===== config.mk =====
export PLATFORM = sky130hd
export DESIGN_NAME = dioc_top
export DESIGN_NICKNAME = d
export VERILOG_FILES = /design/src/dioc_pkg.sv /design/src/dioc_tick.sv /design/src/dioc_counter.sv /design/src/dioc_top.sv
export VERILOG_INCLUDE_DIRS = /design/src /design/src/src
export SDC_FILE = /design/constraint.sdc
export NUM_CORES = 1
export LEC_CHECK = 0
export CORE_MARGIN = 2
export CORE_UTILIZATION = 40
export CTS_BUF_LIST = sky130_fd_sc_hd__clkbuf_2
export CTS_CLUSTER_DIAMETER = 150
export DETAILED_ROUTE_END_ITERATION = 12
export DONT_BUFFER_PORTS = 1
export PLACE_DENSITY = 0.55
export SLEW_MARGIN = 20
export SYNTH_ARGS = -nofsm -noshare
export SYNTH_HDL_FRONTEND = slang
export SYNTH_HIERARCHICAL = 1
export SYNTH_SLANG_ARGS = --single-unit
export TNS_END_PERCENT = 50

===== constraint.sdc =====
create_clock -name REF_CLK_IN -period 10.6 [get_ports REF_CLK_IN]
set_input_delay 0.53 -clock REF_CLK_IN [delete_from_list [all_inputs] [get_ports REF_CLK_IN]]
set_output_delay 0.53 -clock REF_CLK_IN [all_outputs]
set_load 0.005 [all_outputs]

===== src/dioc_cfg.svh =====
// constants of the digital i/o and counter block
`ifndef DIOC_CFG_SVH
`define DIOC_CFG_SVH
`define DIOC_CLK_MHZ 125
`define DIOC_FILT_UNIT_US 100
`define DIOC_SAMPLE_UNITS 8'd2
`define DIOC_FILT_MAX 8'd250
`define DIOC_OFS_INPUT 16'h0000
`define DIOC_OFS_OUTPUT 16'h0002
`define DIOC_OFS_CNT1 16'h0004
`define DIOC_OFS_CNT2 16'h0006
`define DIOC_OFS_DIR 16'h0010
`define DIOC_OFS_FILT 16'h0012
`define DIOC_OFS_CCFG1 16'h0014
`define DIOC_OFS_CCFG2 16'h0016
`define DIOC_OFS_LATCH 16'h001a
`define DIOC_OFS_ACK 16'h001c
`define DIOC_OFS_FAULT 16'h001e
`define DIOC_OFS_MODID 16'h2000
`define DIOC_OFS_SUPST 16'h2004
`define DIOC_OFS_SUPIN 16'h2010
`define DIOC_CAN_POS_INPUT 0
`define DIOC_CAN_POS_OUTPUT 0
`define DIOC_RST_DIR 8'h00
`define DIOC_RST_FILT 8'h00
`define DIOC_RST_CCFG 8'h00
`define DIOC_CCFG_TB_LSB 0
`define DIOC_CCFG_CLR_BIT 5
`define DIOC_CCFG_MODE_LSB 6
`define DIOC_COUNTER_PINS 8'h0f
`define DIOC_SUPPLY_LO 8'd18
`define DIOC_SUPPLY_HI 8'd30
`define DIOC_TB_MOD 16'd2000
`define DIOC_TB_STEP_48M 16'd768
`define DIOC_TB_STEP_3M 16'd48
`define DIOC_TB_STEP_187K 16'd3
`endif


===== src/dioc_pkg.sv =====
// types of the digital i/o and counter block
package dioc_pkg;
  typedef enum logic [1:0] {
    DIOC_MODE_EVENT,
    DIOC_MODE_GATE,
    DIOC_MODE_RSV2,
    DIOC_MODE_RSV3
  } dioc_mode_t;
  typedef enum logic [2:0] {
    DIOC_TB_48M,
    DIOC_TB_3M,
    DIOC_TB_187K,
    DIOC_TB_RSV3,
    DIOC_TB_RSV4,
    DIOC_TB_RSV5,
    DIOC_TB_RSV6,
    DIOC_TB_RSV7
  } dioc_tb_t;
  typedef struct packed {
    logic wr;
    logic rd;
    logic [15:0] addr;
    logic [15:0] wdata;
  } dioc_req_t;
  typedef struct packed {
    logic [1:0] mode;
    logic clr;
    logic [1:0] rsv;
    logic [2:0] tb;
  } dioc_ccfg_t;
endpackage


===== src/dioc_tick.sv =====
// filter tick divider and gate timebase enables
`timescale 1ns/1ns
`include "dioc_cfg.svh"
module dioc_tick
  import dioc_pkg::*;
#(
  parameter int TICK_CYCLES = `DIOC_FILT_UNIT_US * `DIOC_CLK_MHZ
) (
  input wire logic clk_in,
  input wire logic rst_n_in,
  output logic tick_out,
  output logic [2:0] tb_out
);
  localparam logic [15:0] STEPS [3] = '{`DIOC_TB_STEP_48M,
    `DIOC_TB_STEP_3M, `DIOC_TB_STEP_187K};
  logic [15:0] div_q;
  logic [15:0] acc_q [3];
  wire div_end = (div_q == 16'(TICK_CYCLES - 1));
  assign tick_out = div_end;

  always_ff @(posedge clk_in or negedge rst_n_in) begin
    if (!rst_n_in) div_q <= 16'h0000;
    else div_q <= div_end ? 16'h0000 : div_q + 16'h0001;
  end

  // phase accumulators give exact average rates from the 125 MHz clock
  for (genvar k = 0; k < 3; k++) begin : g_tb
    wire [15:0] nxt = acc_q[k] + STEPS[k];
    wire wrap = (nxt >= `DIOC_TB_MOD);
    assign tb_out[k] = wrap;
    always_ff @(posedge clk_in or negedge rst_n_in) begin
      if (!rst_n_in) acc_q[k] <= 16'h0000;
      else acc_q[k] <= wrap ? nxt - `DIOC_TB_MOD : nxt;
    end
  end

  chk_tick_period: assert property (@(posedge clk_in)
    disable iff (!rst_n_in) tick_out |=> !tick_out)
    else $error("filter tick not a single pulse");
endmodule // dioc_tick


===== src/dioc_counter.sv =====
// one counter channel: event count or gate time
`timescale 1ns/1ns
`include "dioc_cfg.svh"
module dioc_counter
  import dioc_pkg::*;
(
  input wire logic clk_in,
  input wire logic rst_n_in,
  input wire logic enable_in,
  input wire logic sig_in,
  input wire dioc_ccfg_t cfg_in,
  input wire logic [2:0] tb_in,
  output logic [15:0] value_out
);
  logic sig_q;
  logic [15:0] run_q;
  wire rise = sig_in & ~sig_q;
  wire fall = ~sig_in & sig_q;
  wire gate_mode = (cfg_in.mode == DIOC_MODE_GATE);
  wire hold_zero = cfg_in.clr | ~enable_in;
  // reserved timebase codes leave the gate counter still
  wire tb_tick = (cfg_in.tb == DIOC_TB_48M) ? tb_in[0] :
                 (cfg_in.tb == DIOC_TB_3M) ? tb_in[1] :
                 (cfg_in.tb == DIOC_TB_187K) ? tb_in[2] : 1'b0;

  always_ff @(posedge clk_in or negedge rst_n_in) begin
    if (!rst_n_in) sig_q <= 1'b0;
    else sig_q <= sig_in;
  end

  always_ff @(posedge clk_in or negedge rst_n_in) begin
    if (!rst_n_in) begin
      run_q <= 16'h0000;
      value_out <= 16'h0000;
    end else if (hold_zero) begin
      run_q <= 16'h0000;
      value_out <= 16'h0000;
    end else if (!gate_mode) begin
      if (rise) value_out <= value_out + 16'h0001;
    end else begin
      if (rise) run_q <= 16'h0000;
      else if (sig_in && tb_tick) run_q <= run_q + 16'h0001;
      if (fall) value_out <= run_q;
    end
  end

  chk_clear_hold: assert property (@(posedge clk_in)
    disable iff (!rst_n_in) cfg_in.clr |=> value_out == 16'h0000)
    else $error("counter not held by clear bit");
  chk_event_step: assert property (@(posedge clk_in)
    disable iff (!rst_n_in)
    (!hold_zero && !gate_mode && rise) |=>
      value_out == $past(value_out) + 16'h0001)
    else $error("event counter missed an edge");
endmodule // dioc_counter


===== src/dioc_top.sv =====
// eight-channel digital i/o with two counters and register port
// Summary of operation
// mask bit 0 input, 1 output, reset 0
// outputs monitored and unfiltered; inputs filtered
// counter operation forces channels 1-4 input
// one filter value, 100 us per unit
// pins sampled every 200 us
// filter value 0 disables filtering, reset 0
// filter values above 250 clamp to 250
// timebase bits 0-2: 48M, 3M, 187.5k
// clear bit 5 set clears the counter
// mode bits 6-7: 0 events, 1 gate
// input and output bytes at position 0
// rising edges latched; acknowledge clears and blocks
// output fault bit on commanded/actual mismatch
// 16-bit counter value, event or gate time
// counter held zero while clear bit set
`timescale 1ns/1ns
`include "dioc_cfg.svh"
module dioc_top
  import dioc_pkg::*;
#(
  parameter int TICK_CYCLES = `DIOC_FILT_UNIT_US * `DIOC_CLK_MHZ,
  // arbitrary neutral identifier value
  parameter logic [15:0] MODULE_ID = 16'h0001
) (
  input wire logic REF_CLK_IN,
  input wire logic RSTN_IN,
  input wire logic COUNTER_OP_IN,
  input wire logic [7:0] PIN_IN,
  output logic [7:0] PIN_OUT,
  output logic [7:0] PIN_OE_OUT,
  input wire logic [7:0] SUPPLY_VOLT_IN,
  input wire logic REG_WR_IN,
  input wire logic REG_RD_IN,
  input wire logic [15:0] REG_ADDR_IN,
  input wire logic [15:0] REG_WDATA_IN,
  output logic [15:0] REG_RDATA_OUT,
  output logic REG_ACK_OUT
);
  logic [1:0] rst_sync_q;
  wire rst_n = rst_sync_q[1];
  always_ff @(posedge REF_CLK_IN or negedge RSTN_IN) begin
    if (!RSTN_IN) rst_sync_q <= 2'b00;
    else rst_sync_q <= {rst_sync_q[0], 1'b1};
  end

  dioc_req_t req;
  assign req = '{wr: REG_WR_IN, rd: REG_RD_IN, addr: REG_ADDR_IN,
                 wdata: REG_WDATA_IN};

  // configuration and command registers
  logic [7:0] dir_q;
  logic [7:0] filt_q;
  dioc_ccfg_t ccfg_q [2];
  logic [7:0] out_q;
  logic [7:0] ack_q;

  function automatic logic hit(input dioc_req_t r, input logic [15:0] a);
    return r.wr && (r.addr == a);
  endfunction

  always_ff @(posedge REF_CLK_IN or negedge rst_n) begin
    if (!rst_n) begin
      dir_q <= `DIOC_RST_DIR;
      filt_q <= `DIOC_RST_FILT;
      ccfg_q[0] <= `DIOC_RST_CCFG;
      ccfg_q[1] <= `DIOC_RST_CCFG;
      out_q <= 8'h00;
      ack_q <= 8'h00;
    end else begin
      if (hit(req, `DIOC_OFS_DIR)) dir_q <= req.wdata[7:0];
      if (hit(req, `DIOC_OFS_FILT)) filt_q <= req.wdata[7:0];
      if (hit(req, `DIOC_OFS_CCFG1)) ccfg_q[0] <= req.wdata[7:0];
      if (hit(req, `DIOC_OFS_CCFG2)) ccfg_q[1] <= req.wdata[7:0];
      if (hit(req, `DIOC_OFS_OUTPUT)) out_q <= req.wdata[7:0];
      if (hit(req, `DIOC_OFS_ACK)) ack_q <= req.wdata[7:0];
    end
  end

  // counter operation overrides the mask on the counter pins
  wire [7:0] lock = COUNTER_OP_IN ? `DIOC_COUNTER_PINS : 8'h00;
  wire [7:0] dir_eff = dir_q & ~lock;
  wire [7:0] filt_eff = (filt_q > `DIOC_FILT_MAX) ?
                        `DIOC_FILT_MAX : filt_q;

  // pin drivers
  logic [7:0] pin_out_q;
  logic [7:0] pin_oe_q;
  always_ff @(posedge REF_CLK_IN or negedge rst_n) begin
    if (!rst_n) begin
      pin_out_q <= 8'h00;
      pin_oe_q <= 8'h00;
    end else begin
      pin_out_q <= out_q & dir_eff;
      pin_oe_q <= dir_eff;
    end
  end
  assign PIN_OUT = pin_out_q;
  assign PIN_OE_OUT = pin_oe_q;

  // three-stage pin synchroniser, change taken when stages 2 and 3 agree
  logic [7:0] s1_q;
  logic [7:0] s2_q;
  logic [7:0] s3_q;
  logic [7:0] pin_q;
  always_ff @(posedge REF_CLK_IN or negedge rst_n) begin
    if (!rst_n) begin
      s1_q <= 8'h00;
      s2_q <= 8'h00;
      s3_q <= 8'h00;
      pin_q <= 8'h00;
    end else begin
      s1_q <= PIN_IN;
      s2_q <= s1_q;
      s3_q <= s2_q;
      for (int i = 0; i < 8; i++) begin
        if (s2_q[i] == s3_q[i]) pin_q[i] <= s3_q[i];
      end
    end
  end

  // sample grid: every second 100 us tick
  logic tick;
  logic [2:0] tb;
  logic half_q;
  dioc_tick #(.TICK_CYCLES(TICK_CYCLES)) u_tick (
    .clk_in(REF_CLK_IN),
    .rst_n_in(rst_n),
    .tick_out(tick),
    .tb_out(tb)
  );
  wire sample = tick & half_q;
  always_ff @(posedge REF_CLK_IN or negedge rst_n) begin
    if (!rst_n) half_q <= 1'b0;
    else if (tick) half_q <= ~half_q;
  end

  // gap counter lets the grid check see the exact spacing
  logic [15:0] gap_q;
  logic seen_q;
  always_ff @(posedge REF_CLK_IN or negedge rst_n) begin
    if (!rst_n) begin
      gap_q <= 16'h0000;
      seen_q <= 1'b0;
    end else begin
      gap_q <= sample ? 16'h0000 : gap_q + 16'h0001;
      seen_q <= seen_q | sample;
    end
  end

  // filter, input state, latches and fault status
  logic [7:0] state_q;
  logic [7:0] fcnt_q [8];
  logic [7:0] latch_q;
  logic [7:0] fault_q;
  logic [7:0] state_d;
  wire [7:0] rise = state_d & ~state_q;

  always_comb begin
    state_d = state_q;
    if (sample) begin
      for (int i = 0; i < 8; i++) begin
        // outputs skip the filter so readback is the live pin
        if (dir_eff[i] || filt_eff == 8'h00) state_d[i] = pin_q[i];
        else if (pin_q[i] != state_q[i] &&
                 fcnt_q[i] + `DIOC_SAMPLE_UNITS >= filt_eff)
          state_d[i] = pin_q[i];
      end
    end
  end

  always_ff @(posedge REF_CLK_IN or negedge rst_n) begin
    if (!rst_n) begin
      state_q <= 8'h00;
      fault_q <= 8'h00;
      for (int i = 0; i < 8; i++) fcnt_q[i] <= 8'h00;
    end else begin
      state_q <= state_d;
      if (sample) begin
        // coarse 200 us grid: odd filter values round up
        for (int i = 0; i < 8; i++) begin
          if (pin_q[i] == state_d[i]) fcnt_q[i] <= 8'h00;
          else fcnt_q[i] <= fcnt_q[i] + `DIOC_SAMPLE_UNITS;
        end
        fault_q <= dir_eff & (pin_q ^ out_q);
      end
    end
  end

  // acknowledge wins over a new edge: it both clears and blocks
  always_ff @(posedge REF_CLK_IN or negedge rst_n) begin
    if (!rst_n) latch_q <= 8'h00;
    else latch_q <= (latch_q | rise) & ~ack_q;
  end

  // counters on channels 1 and 2, only during counter operation
  logic [15:0] cnt_val [2];
  for (genvar c = 0; c < 2; c++) begin : g_cnt
    dioc_counter u_cnt (
      .clk_in(REF_CLK_IN),
      .rst_n_in(rst_n),
      .enable_in(COUNTER_OP_IN),
      .sig_in(pin_q[c]),
      .cfg_in(ccfg_q[c]),
      .tb_in(tb),
      .value_out(cnt_val[c])
    );
  end

  // supply window check, reserved bits zero
  wire supply_bad = (SUPPLY_VOLT_IN < `DIOC_SUPPLY_LO) ||
                    (SUPPLY_VOLT_IN > `DIOC_SUPPLY_HI);

  // read mux, write-only and unmapped offsets read zero
  logic [15:0] rdata_d;
  always_comb begin
    rdata_d = 16'h0000;
    unique case (req.addr)
      `DIOC_OFS_INPUT: rdata_d[`DIOC_CAN_POS_INPUT +: 8] = state_q;
      `DIOC_OFS_CNT1: rdata_d = cnt_val[0];
      `DIOC_OFS_CNT2: rdata_d = cnt_val[1];
      `DIOC_OFS_LATCH: rdata_d[7:0] = latch_q;
      `DIOC_OFS_FAULT: rdata_d[7:0] = fault_q;
      `DIOC_OFS_MODID: rdata_d = MODULE_ID;
      `DIOC_OFS_SUPST: rdata_d[0] = supply_bad;
      `DIOC_OFS_SUPIN: rdata_d[7:0] = SUPPLY_VOLT_IN;
      default: rdata_d = 16'h0000;
    endcase
  end

  always_ff @(posedge REF_CLK_IN or negedge rst_n) begin
    if (!rst_n) begin
      REG_RDATA_OUT <= 16'h0000;
      REG_ACK_OUT <= 1'b0;
    end else begin
      if (req.rd) REG_RDATA_OUT <= rdata_d;
      REG_ACK_OUT <= req.rd | req.wr;
    end
  end

  chk_dir_oe: assert property (@(posedge REF_CLK_IN)
    disable iff (!rst_n) ##1 PIN_OE_OUT == $past(dir_q & ~lock))
    else $error("pin enable does not follow direction mask");
  chk_counter_lock: assert property (@(posedge REF_CLK_IN)
    disable iff (!rst_n) COUNTER_OP_IN [*2] |-> PIN_OE_OUT[3:0] == 4'h0)
    else $error("counter pin driven in counter operation");
  chk_filter_sat: assert property (@(posedge REF_CLK_IN)
    disable iff (!rst_n) filt_q > 8'd250 |-> filt_eff == 8'd250)
    else $error("filter value not clamped");
  chk_sample_grid: assert property (@(posedge REF_CLK_IN)
    disable iff (!rst_n) sample |=> !sample [*8])
    else $error("samples too close together");
  chk_filter_off: assert property (@(posedge REF_CLK_IN)
    disable iff (!rst_n) (sample && filt_eff == 8'h00) |=>
      state_q == $past(pin_q))
    else $error("unfiltered input not taken at sample");
  chk_out_bypass: assert property (@(posedge REF_CLK_IN)
    disable iff (!rst_n) sample |=>
      ((state_q ^ $past(pin_q)) & $past(dir_eff)) == 8'h00)
    else $error("output channel went through filter");
  chk_latch_ack: assert property (@(posedge REF_CLK_IN)
    disable iff (!rst_n) ##1 (latch_q & $past(ack_q)) == 8'h00)
    else $error("acknowledged latch still set");
  chk_fault_dir: assert property (@(posedge REF_CLK_IN)
    disable iff (!rst_n) sample |=>
      fault_q == ($past(dir_eff) & ($past(pin_q) ^ $past(out_q))))
    else $error("fault status wrong");
  chk_sample_gap: assert property (@(posedge REF_CLK_IN)
    disable iff (!rst_n) (sample && seen_q) |->
      gap_q == 16'(2 * TICK_CYCLES - 1))
    else $error("sample spacing wrong");
  chk_state_hold: assert property (@(posedge REF_CLK_IN)
    disable iff (!rst_n) !sample |=> state_q == $past(state_q))
    else $error("input state changed off the sample grid");
  chk_fault_hold: assert property (@(posedge REF_CLK_IN)
    disable iff (!rst_n) !sample |=> fault_q == $past(fault_q))
    else $error("fault status changed off the sample grid");
  chk_latch_edge: assert property (@(posedge REF_CLK_IN)
    disable iff (!rst_n)
    ##1 ($past(rise) & ~$past(ack_q) & ~latch_q) == 8'h00)
    else $error("rising edge not latched");
  chk_latch_keep: assert property (@(posedge REF_CLK_IN)
    disable iff (!rst_n)
    ##1 ($past(latch_q) & ~$past(ack_q) & ~latch_q) == 8'h00)
    else $error("latch dropped without acknowledge");
  chk_pin_drive: assert property (@(posedge REF_CLK_IN)
    disable iff (!rst_n) ##1 PIN_OUT == $past(out_q & dir_eff))
    else $error("pin drive does not follow output command");
  chk_drive_oe: assert property (@(posedge REF_CLK_IN)
    disable iff (!rst_n) (PIN_OUT & ~PIN_OE_OUT) == 8'h00)
    else $error("pin driven high while released");
  chk_counter_idle: assert property (@(posedge REF_CLK_IN)
    disable iff (!rst_n) !COUNTER_OP_IN |=>
      (cnt_val[0] | cnt_val[1]) == 16'h0000)
    else $error("counter moved outside counter operation");
  chk_read_input: assert property (@(posedge REF_CLK_IN)
    disable iff (!rst_n) (req.rd && req.addr == `DIOC_OFS_INPUT) |=>
      REG_RDATA_OUT == {8'h00, $past(state_q)})
    else $error("input state byte misplaced");
  chk_read_fault: assert property (@(posedge REF_CLK_IN)
    disable iff (!rst_n) (req.rd && req.addr == `DIOC_OFS_FAULT) |=>
      REG_RDATA_OUT == {8'h00, $past(fault_q)})
    else $error("fault byte read wrong");
  chk_read_latch: assert property (@(posedge REF_CLK_IN)
    disable iff (!rst_n) (req.rd && req.addr == `DIOC_OFS_LATCH) |=>
      REG_RDATA_OUT == {8'h00, $past(latch_q)})
    else $error("latch byte read wrong");
endmodule // dioc_top


# Word level (Yosys, flattened, before mapping)
# Cells that the tools add are included.
[classes]
mux = 56
reduce_logical = 39
n_eq_ne = 46
n_lt_le_gt_ge = 14
n_addsub = 19
bitwise = 24
[ops]
columns = ["op", "count"]
rows = [
  ["$mux W16", 20],
  ["$eq A16 B5 Y1 const B", 7],
  ["$add A16 B1 Y16 const B", 5],
  ["$mux W8", 10],
  ["$add A8 B2 Y8 const B", 8],
  ["$eq A16 B14 Y1 const B", 4],
  ["$ge A8 B8 Y1", 8],
  ["$ge A16 B11 Y1 const B", 3],
  ["$sub A16 B11 Y16 const B", 3],
  ["$pmux W7 S6", 1],
  ["$and A8 B8 Y8", 5],
  ["$eq A16 B3 Y1 const B", 2],
  ["$mux W1", 22],
  ["$add A16 B10 Y16 const B", 1],
  ["$add A16 B2 Y16 const B", 1],
  ["$add A16 B6 Y16 const B", 1],
  ["$eq A1 B1 Y1", 16],
  ["$eq A16 B2 Y1 const B", 1],
  ["$logic_and A1 B1 Y1", 16],
  ["$logic_not A16 Y1", 1],
  ["$not A8 Y8", 2],
  ["$pmux W8 S2", 1],
  ["$reduce_bool A3 Y1", 4],
  ["$logic_or A1 B1 Y1", 9],
  ["other kinds (20)", 47],
]
[word_totals]
ff_bits = 330

# Logic depth before layout (Yosys ltp)
# Gate-level depths: netlist of the first run.
[logic_depth]
word_depth = 10
ltp_mapped = 20
mapped_depth_nobuf = 16

# Hierarchy
# The synthesis of the first run kept the hierarchy.
[by_module_without_submodules]
columns = ["mod", "n_inst", "seq_area_each_um2", "area_per_inst_um2", "cells_each"]
rows = [
  ["dioc_top", 1, 4904.7, 9715.6, 851],
  ["dioc_counter", 2, 825.8, 2078.2, 244],
  ["dioc_tick", 1, 1401.3, 3862.5, 403],
]

# Worst setup path before layout of the first run
# No wires, ideal clock.
[synth_timing]
path_kind = "reg-to-reg"
start = "register u_tick/acc_q[1] (netlist bit)"
end = "register g_cnt[0].u_cnt.run_q[10]"
setup_slack_ns = 7.118
t_required_ns = 10.522
setup_time_ns = 0.078
stages_incl_launch_ff = 20
arrival_ns = 3.404
cell_sequence = "dfrtp_1 buf_2 inv_1 ha_1 buf_6 and3b_1 xnor2_1 inv_1 ha_1 o211ai_1 a21o_2 o211ai_1 nand4b_4 nand2_2 buf_4 nand3b_1 a211oi_4 nor2_2 or3_1 a21oi_1"
[synth_via]
elab_chain_len = 8
[synth_lines]
columns = ["item", "line", "source"]
rows = [
  ["start: declaration", "dioc_tick.sv:17", "logic [15:0] acc_q [3];"],
  ["start signal: indexed assignment", "dioc_tick.sv:33", "else acc_q[k] <= wrap ? nxt - `DIOC_TB_MOD : nxt;"],
  ["$add A16 B2 Y16", "dioc_tick.sv:28", "wire [15:0] nxt = acc_q[k] + STEPS[k];"],
  ["$ge A16 B11 Y1 (no source line)", "--", ""],
  ["named net u_tick.g_tb[2].wrap", "dioc_tick.sv:29", "wire wrap = (nxt >= `DIOC_TB_MOD);"],
  ["$mux W1", "dioc_counter.sv:24", "(cfg_in.tb == DIOC_TB_187K) ? tb_in[2] : 1'b0;"],
  ["$mux W1", "dioc_counter.sv:23", "(cfg_in.tb == DIOC_TB_3M) ? tb_in[1] :"],
  ["$mux W1", "dioc_counter.sv:22", "wire tb_tick = (cfg_in.tb == DIOC_TB_48M) ? tb_in[0] :"],
  ["$logic_and A1 B1 Y1", "dioc_counter.sv:42", "else if (sig_in && tb_tick) run_q <= run_q + 16'h0001;"],
  ["$reduce_bool A3 Y1 (no source line)", "--", ""],
  ["$reduce_and A2 Y1 (no source line)", "--", ""],
  ["end signal: assignment", "dioc_counter.sv:42", ""],
  ["end: declaration", "dioc_counter.sv:16", "logic [15:0] run_q;"],
]
# The timed path passes the listed nets, and every way through them passes these cells.
# A chain may end at the register's enable or synchronous reset.

# Worst setup path after layout of the first run
[layout_timing]
start = "register u_tick/acc_q[0] (netlist bit)"
end = "register g_cnt[1].u_cnt.run_q[8]"
[layout_via]
elab_chain_len = 8
[layout_lines]
columns = ["item", "line", "source"]
rows = [
  ["$add A16 B2 Y16", "dioc_tick.sv:28", ""],
  ["named net u_tick.g_tb[2].nxt[0]", "dioc_tick.sv:28", ""],
  ["$ge A16 B11 Y1 (no source line)", "--", ""],
  ["named net tb[2]", "dioc_top.sv:125", "logic [2:0] tb;"],
  ["$mux W1", "dioc_counter.sv:24", ""],
  ["$mux W1", "dioc_counter.sv:23", ""],
  ["$mux W1", "dioc_counter.sv:22", ""],
  ["$logic_and A1 B1 Y1", "dioc_counter.sv:42", ""],
  ["$reduce_bool A3 Y1 (no source line)", "--", ""],
  ["$reduce_and A2 Y1 (no source line)", "--", ""],
  ["end signal: assignment", "dioc_counter.sv:42", ""],
  ["end: declaration", "dioc_counter.sv:16", ""],
]
# The timed path passes the listed nets, and every way through them passes these cells.

==> results.json, run 1 <==
{
  "clk_transition_reported_paths_ps": 90,
  "total_leakage_power_nw": 8.50,
  "globalRouteMet1Util": 0.273,
  "netlist_area_mm2": 0.0176,
  "critPathKind": "register to register",
  "maximum_number_of_pins_on_one_net_before_global_route_repair": 78,
  "worstPathRequired_ps": 11510,
  "cap_violations": 0,
  "gr-max-usage-layer": "met2",
  "final.hold.worst_slack_ps": 143,
  "area_growth_syn_to_layout_pct": 9.35,
  "nets": 1922,
  "routabilityCongestion": 0.846,
  "via_per_inst": 5.59,
  "clockBufferDepth": 3,
  "portBuffers": 0,
  "initial_antenna_violation_count": 7,
  "numCtsBuffers": 87,
  "placed_cells_incl_taps": 2248,
  "die_width_um": 214,
  "layout-drive-gt1-share": 0.144,
  "fillCellCount": 4162,
  "timing.critical_path.cells": "inv_1 > ha_1 > and3b_1 > xnor2_1 > inv_1 > ha_1 > o211ai_1 > a21o_2 > o211ai_1 > nand4b_4 > nand2_2 > nand3b_1 > a211oi_4 > nor2_2 > or3_1 > a21oi_1",
  "number_of_global_route_vias_before_repair": 13700,
  "final-hold-violation-count": 0,
  "grt_pass1_wl_mm": 73.5,
  "post_drt_wl_per_cell_um": 18.4,
  "globalRouteTotalUtil": 0.204,
  "worstSkewPairLatency_ps": 1050,
  "coreArea_mm2": 0.0433,
  "rows": 76,
  "routed_wirelength_mm": 45.2,
  "worst_ir_drop_vdd_v": 0.0000656,
  "layout_worst_path_cycle_share": 0.409,
  "drt.antenna.violating_nets": 0,
  "most_common_library_cell_in_the_layout_ignoring_fill_and_taps": "sky130_fd_sc_hd__dfrtp_1",
  "critPathMaxStageDelay_ps": 580,
  "met3_usage": 0.0536,
  "cp_num_buf_inv": 2,
  "globalRouteOverflowTotal": 0,
  "setup.worst_path.end_class": "register",
  "cts.root.buffer_cell": "sky130_fd_sc_hd__clkbuf_2",
  "max_slew_margin": 0.315,
  "worst_ep_arrival_time_ps": 5240,
  "floorplan.initialDensity": 0.407,
  "setup_violations": 0,
  "cts-htree-levels": 3,
  "synth_warnings": 6,
  "post-dp-hpwl_mm": 30.8,
  "run_status": "completed",
  "synth_cells": 1734,
  "p_per_area_mw_per_mm2": 115,
  "synth.net_count": 1859,
  "num_vias": 13700,
  "cpLargestDelayFamily": "simple AND/OR/NAND/NOR gates",
  "transition_time_of_the_tightest_slew_check_pin_ps": 1020,
  "setup_tns_ps": 0,
  "post_detailed_route_drc_marker_count": 0,
  "met2_track_usage_gr": 0.318,
  "crit_path_time_final_ps": 4330,
  "path_category_of_the_worst_min_delay_check": "primary input to register",
  "final_cell_mix": "sky130_fd_sc_hd__dfrtp_1 (313), sky130_fd_sc_hd__nor2_1 (131), sky130_fd_sc_hd__clkbuf_2 (124)",
  "crit_slowest_cell": "sky130_fd_sc_hd__dfrtp_1",
  "worst_setup_skew_after_layout_ps": 95.4,
  "die_height_um": 214,
  "drv_slew": 0,
  "fin_cells": 2457,
  "tritoncts": "built",
  "drt_pass1_iterations": 7,
  "rsz0062_at_grt": "no",
  "io_pins": 86,
  "post_synth.cell_area_avg_um2": 10.1,
  "fmaxAchievable_ghz": 0.231,
  "dieArea_mm2": 0.0457,
  "clock_sink_count": 314,
  "worstSetupStartpointType": "register",
  "drt_iter0_drc": 936,
  "critPathMaxFanout": 14
}
worst register-to-register path, delay by kind of cell (launching register included):
family / cells / cell delay, ps
buffers and inverters: 2 / 220
flip-flops: 1 / 580
AND/OR/NAND/NOR: 6 / 1550
XOR/XNOR: 1 / 150
AO/OA/AOI/OAI: 5 / 1290
adder cells (fa/ha/maj): 2 / 480
power breakdown:
group	internal (mW)	switching, mW	total [mW]
clock network	0.342	0.532	0.874
registers	1.21	0.0228	1.23
logic	0.0327	0.0633	0.0960
layer usage:
layer	part of all wire	routed length, µm	vias up
met2	0.45	20400	337
met1	0.46	20700	6740
li1	-	-	6588
met4	0.027	1210	2
met5	0.00024	11	-
met3	0.063	2830	79
stage by stage:
step	power [mW]	utilization	worst slack (ps)	area, µm²
detailed placement	1.34	0.415	6270	18000
finish	2.20	0.445	6270	19200
floorplan	1.31	-	1200	17600
global placement	1.33	0.415	6310	18000
global route	2.33	0.444	5930	19200
CTS	2.26	0.444	6280	19200
state kept, by name, indices dropped and copies added (netlist names), 12 cells and up:
name                   flops
fcnt_q                    56
u_tick/acc_q              40
g_cnt.u_cnt/run_q         32
g_cnt.u_cnt/value_out     32
REG_RDATA_OUT             16
u_tick/div_q              16
ccfg_q                    12
what timing repair did:
action,in CTS,in global routing
hold buffers,45,0
resized for setup,0,0
setup buffers,0,0
endpoints found under the hold margin,110,0
final cells by class:
class / count / area, µm² / area share
clock buffer: 124 / 621 / 0.0323
timing repair buffer: 53 / 514 / 0.0267
clock inverter: 33 / 164 / 0.00852
multi-input combinational: 1285 / 9110 / 0.474
inverter: 56 / 210 / 0.0109
tap: 585 / 732 / 0.0381
sequential: 314 / 7860 / 0.409
antenna: 7 / 17.5 / 0.000911
final timing paths:
check | startpoint | end | slack (ps) | cells after the start
worst min-delay path | PIN_IN[7] | s1_q[7] | 140 | 1
min in group asynchronous | RSTN_IN | rst_sync_q[1] | 270 | 2
max in group asynchronous | rst_sync_q[1] | REG_RDATA_OUT[15] | 8180 | 2
worst max-delay path | u_tick/acc_q[0] | g_cnt[1].u_cnt/run_q[8] | 6270 | 16
worst min register to register | rst_sync_q[1] | u_tick/acc_q[12] | 340 | 0
worst max register to register | u_tick/acc_q[0] | g_cnt[1].u_cnt/run_q[8] | 6270 | 16
Power figures use the tool's default switching activity.
==> run 2, diff against run 1 <==
==> constraint.sdc (replaced) <==
create_clock -name REF_CLK_IN -period 4.45 [get_ports REF_CLK_IN]
set_input_delay 0.2225 -clock REF_CLK_IN [delete_from_list [all_inputs] [get_ports REF_CLK_IN]]
set_output_delay 0.2225 -clock REF_CLK_IN [all_outputs]
set_load 0.005 [all_outputs]
==> run 2 against run 1 <==
Count of clock-buffer cells in the layout stayed put. Sequential share of layout area shrank 0.83 points. Routed wire length is 3.9% higher. Clock power rose by 130%. Critical endpoint is now g_cnt[1].u_cnt/run_q[10]. Largest power group unchanged.
==> results.json, run 2 (synthesis results as in run 1) <==
{
  "highest-signal-layer": "met5",
  "cts_resized": 0,
  "cts.root.buffer_cell": "sky130_fd_sc_hd__clkbuf_2",
  "drv_slew": 0,
  "setup.worst_path.end_class": "register",
  "globalRouteTotalUtil": 0.208,
  "nets": 1966,
  "cpLargestDelayFamily": "simple AND/OR/NAND/NOR gates",
  "setup_violations": 0,
  "worstSkewPairLatency_ps": 1050,
  "cap_violations": 0,
  "final_cell_mix": "sky130_fd_sc_hd__dfrtp_1 (313), sky130_fd_sc_hd__nor2_1 (131), sky130_fd_sc_hd__clkbuf_2 (124)",
  "run_status": "completed",
  "critPathKind": "register to register",
  "die_width_um": 214,
  "met3_wirelength_mm": 2.78,
  "dpl-instance-area_mm2": 0.0181,
  "post_drt_wl_per_cell_um": 18.8,
  "drt_iter0_drc": 903,
  "final_design_area_no_fill_mm2": 0.0196,
  "layout-drive-gt1-share": 0.144,
  "worstPathRequired_ps": 5350,
  "worstSetupStartpointType": "register",
  "clock_sink_count": 314,
  "rows": 76,
  "crit_path_time_final_ps": 4140,
  "timing.final.ws_setup_ps": 309,
  "most_common_library_cell_in_the_layout_ignoring_fill_and_taps": "sky130_fd_sc_hd__dfrtp_1",
  "cts.hold.buffers_added": 79,
  "rsz0062_at_grt": "no",
  "tritoncts": "built",
  "routed_wirelength_mm": 46.9,
  "num_vias": 14100,
  "post-layout-total-power_mw": 5.25,
  "numCtsBuffers": 89,
  "number_of_global_route_vias_before_repair": 13800,
  "drt.antenna.violating_nets": 0,
  "timing.critical_path.cells": "inv_1 > ha_1 > and3b_1 > xnor2_1 > inv_1 > ha_1 > o211ai_1 > a21o_2 > o211ai_1 > nand4b_4 > nand2_2 > nand3b_1 > a211oi_4 > nor2_2 > or3_1 > a21oi_1",
  "placement.setup.worst_slack_ps": 354,
  "critPathMaxFanout": 14,
  "crit_slowest_cell": "sky130_fd_sc_hd__dfrtp_1",
  "max_flop_register": "fcnt_q",
  "grt_pass1_wl_mm": 74.8,
  "initial_antenna_violation_count": 3,
  "max_slew_margin": 0.376,
  "flip_flop_count_of_the_largest_register_all_copies_and_words_added": 56,
  "layout_worst_path_cycle_share": 0.931,
  "fin_cells": 2492,
  "clk_transition_reported_paths_ps": 100,
  "worst_setup_skew_after_layout_ps": 111,
  "post-dp-hpwl_mm": 31.8,
  "globalRouteOverflowTotal": 0,
  "placed_cells_incl_taps": 2255,
  "transition_time_of_the_tightest_slew_check_pin_ps": 933,
  "area_growth_syn_to_layout_pct": 11.6,
  "maximum_number_of_pins_on_one_net_before_global_route_repair": 75,
  "via_per_inst": 5.65,
  "total_leakage_power_nw": 8.69,
  "portBuffers": 0,
  "clockBufferDepth": 3,
  "fraction_of_the_core_area_covered_by_cells_at_the_end_of_the_flow": 0.454,
  "coreArea_mm2": 0.0433,
  "fmaxAchievable_ghz": 0.241,
  "p_per_area_mw_per_mm2": 267,
  "drt_pass1_iterations": 5,
  "floorplan.initialDensity": 0.407,
  "post-cts-setup-buffers": 0,
  "dieArea_mm2": 0.0457,
  "m1WireLength_mm": 21.6,
  "critPathMaxStageDelay_ps": 540,
  "final-hold-violation-count": 0,
  "worst_ir_drop_vdd_v": 0.000156,
  "post_detailed_route_drc_marker_count": 0,
  "io_pins": 86,
  "cp_num_buf_inv": 2,
  "cts-htree-levels": 3,
  "die_height_um": 214,
  "worst_ep_arrival_time_ps": 5040,
  "path_category_of_the_worst_min_delay_check": "primary input to register",
  "largestRegisters": "fcnt_q (56), u_tick/acc_q (40)",
  "routabilityCongestion": 0.840,
  "setup_tns_ps": 0,
  "dr_wl_met2_mm": 21.2,
  "final.hold.worst_slack_ps": 132
}
## run 2: cell types whose count changed in the layout (fill, tap and decap cells not counted), sizes merged
cell,previous run,this run
clkinv,27,29
bufinv,1,0
dlygate4sd3,45,79
buf,8,16
clkinvlp,2,0
diode,7,1
## run 2: final cells by class
type                       count  area, µm²
sequential                   314       7860
clock inverter                32        128
clock buffer                 124        621
timing repair buffer          95        961
inverter                      56        210
antenna                        1       2.50
fill                        4178      23600
multi-input combinational   1285       9110
tap                          585        732
## run 2: path summary, 6_finish.rpt
kind,startpoint,to,slack [ps],depth (start not counted)
max,u_tick/acc_q[1],g_cnt[1].u_cnt/run_q[10],310,16
min,REG_WDATA_IN[1],filt_q[1],130,2
max reg2reg,u_tick/acc_q[1],g_cnt[1].u_cnt/run_q[10],310,16
min reg2reg,rst_sync_q[1],u_tick/div_q[2],280,0
max in group asynchronous,rst_sync_q[1],u_tick/acc_q[30],3070,2
min in group asynchronous,rst_sync_q[1],u_tick/div_q[2],280,0
## run 2: metal layers
layer | vias up | GRT usage
li1 | 6648 | -
met2 | 405 | 0.325
met4 | 2 | 0.0773
met5 | - | 0
met3 | 108 | 0.0463
met1 | 6905 | 0.284
## run 2: report_power, final
part	internal (mW)	leakage (nW)	switching, mW
combinational	0.0955	3.98	0.166
clock	0.753	0.587	1.30
sequential	2.89	4.12	0.0500
total	3.74	8.69	1.52
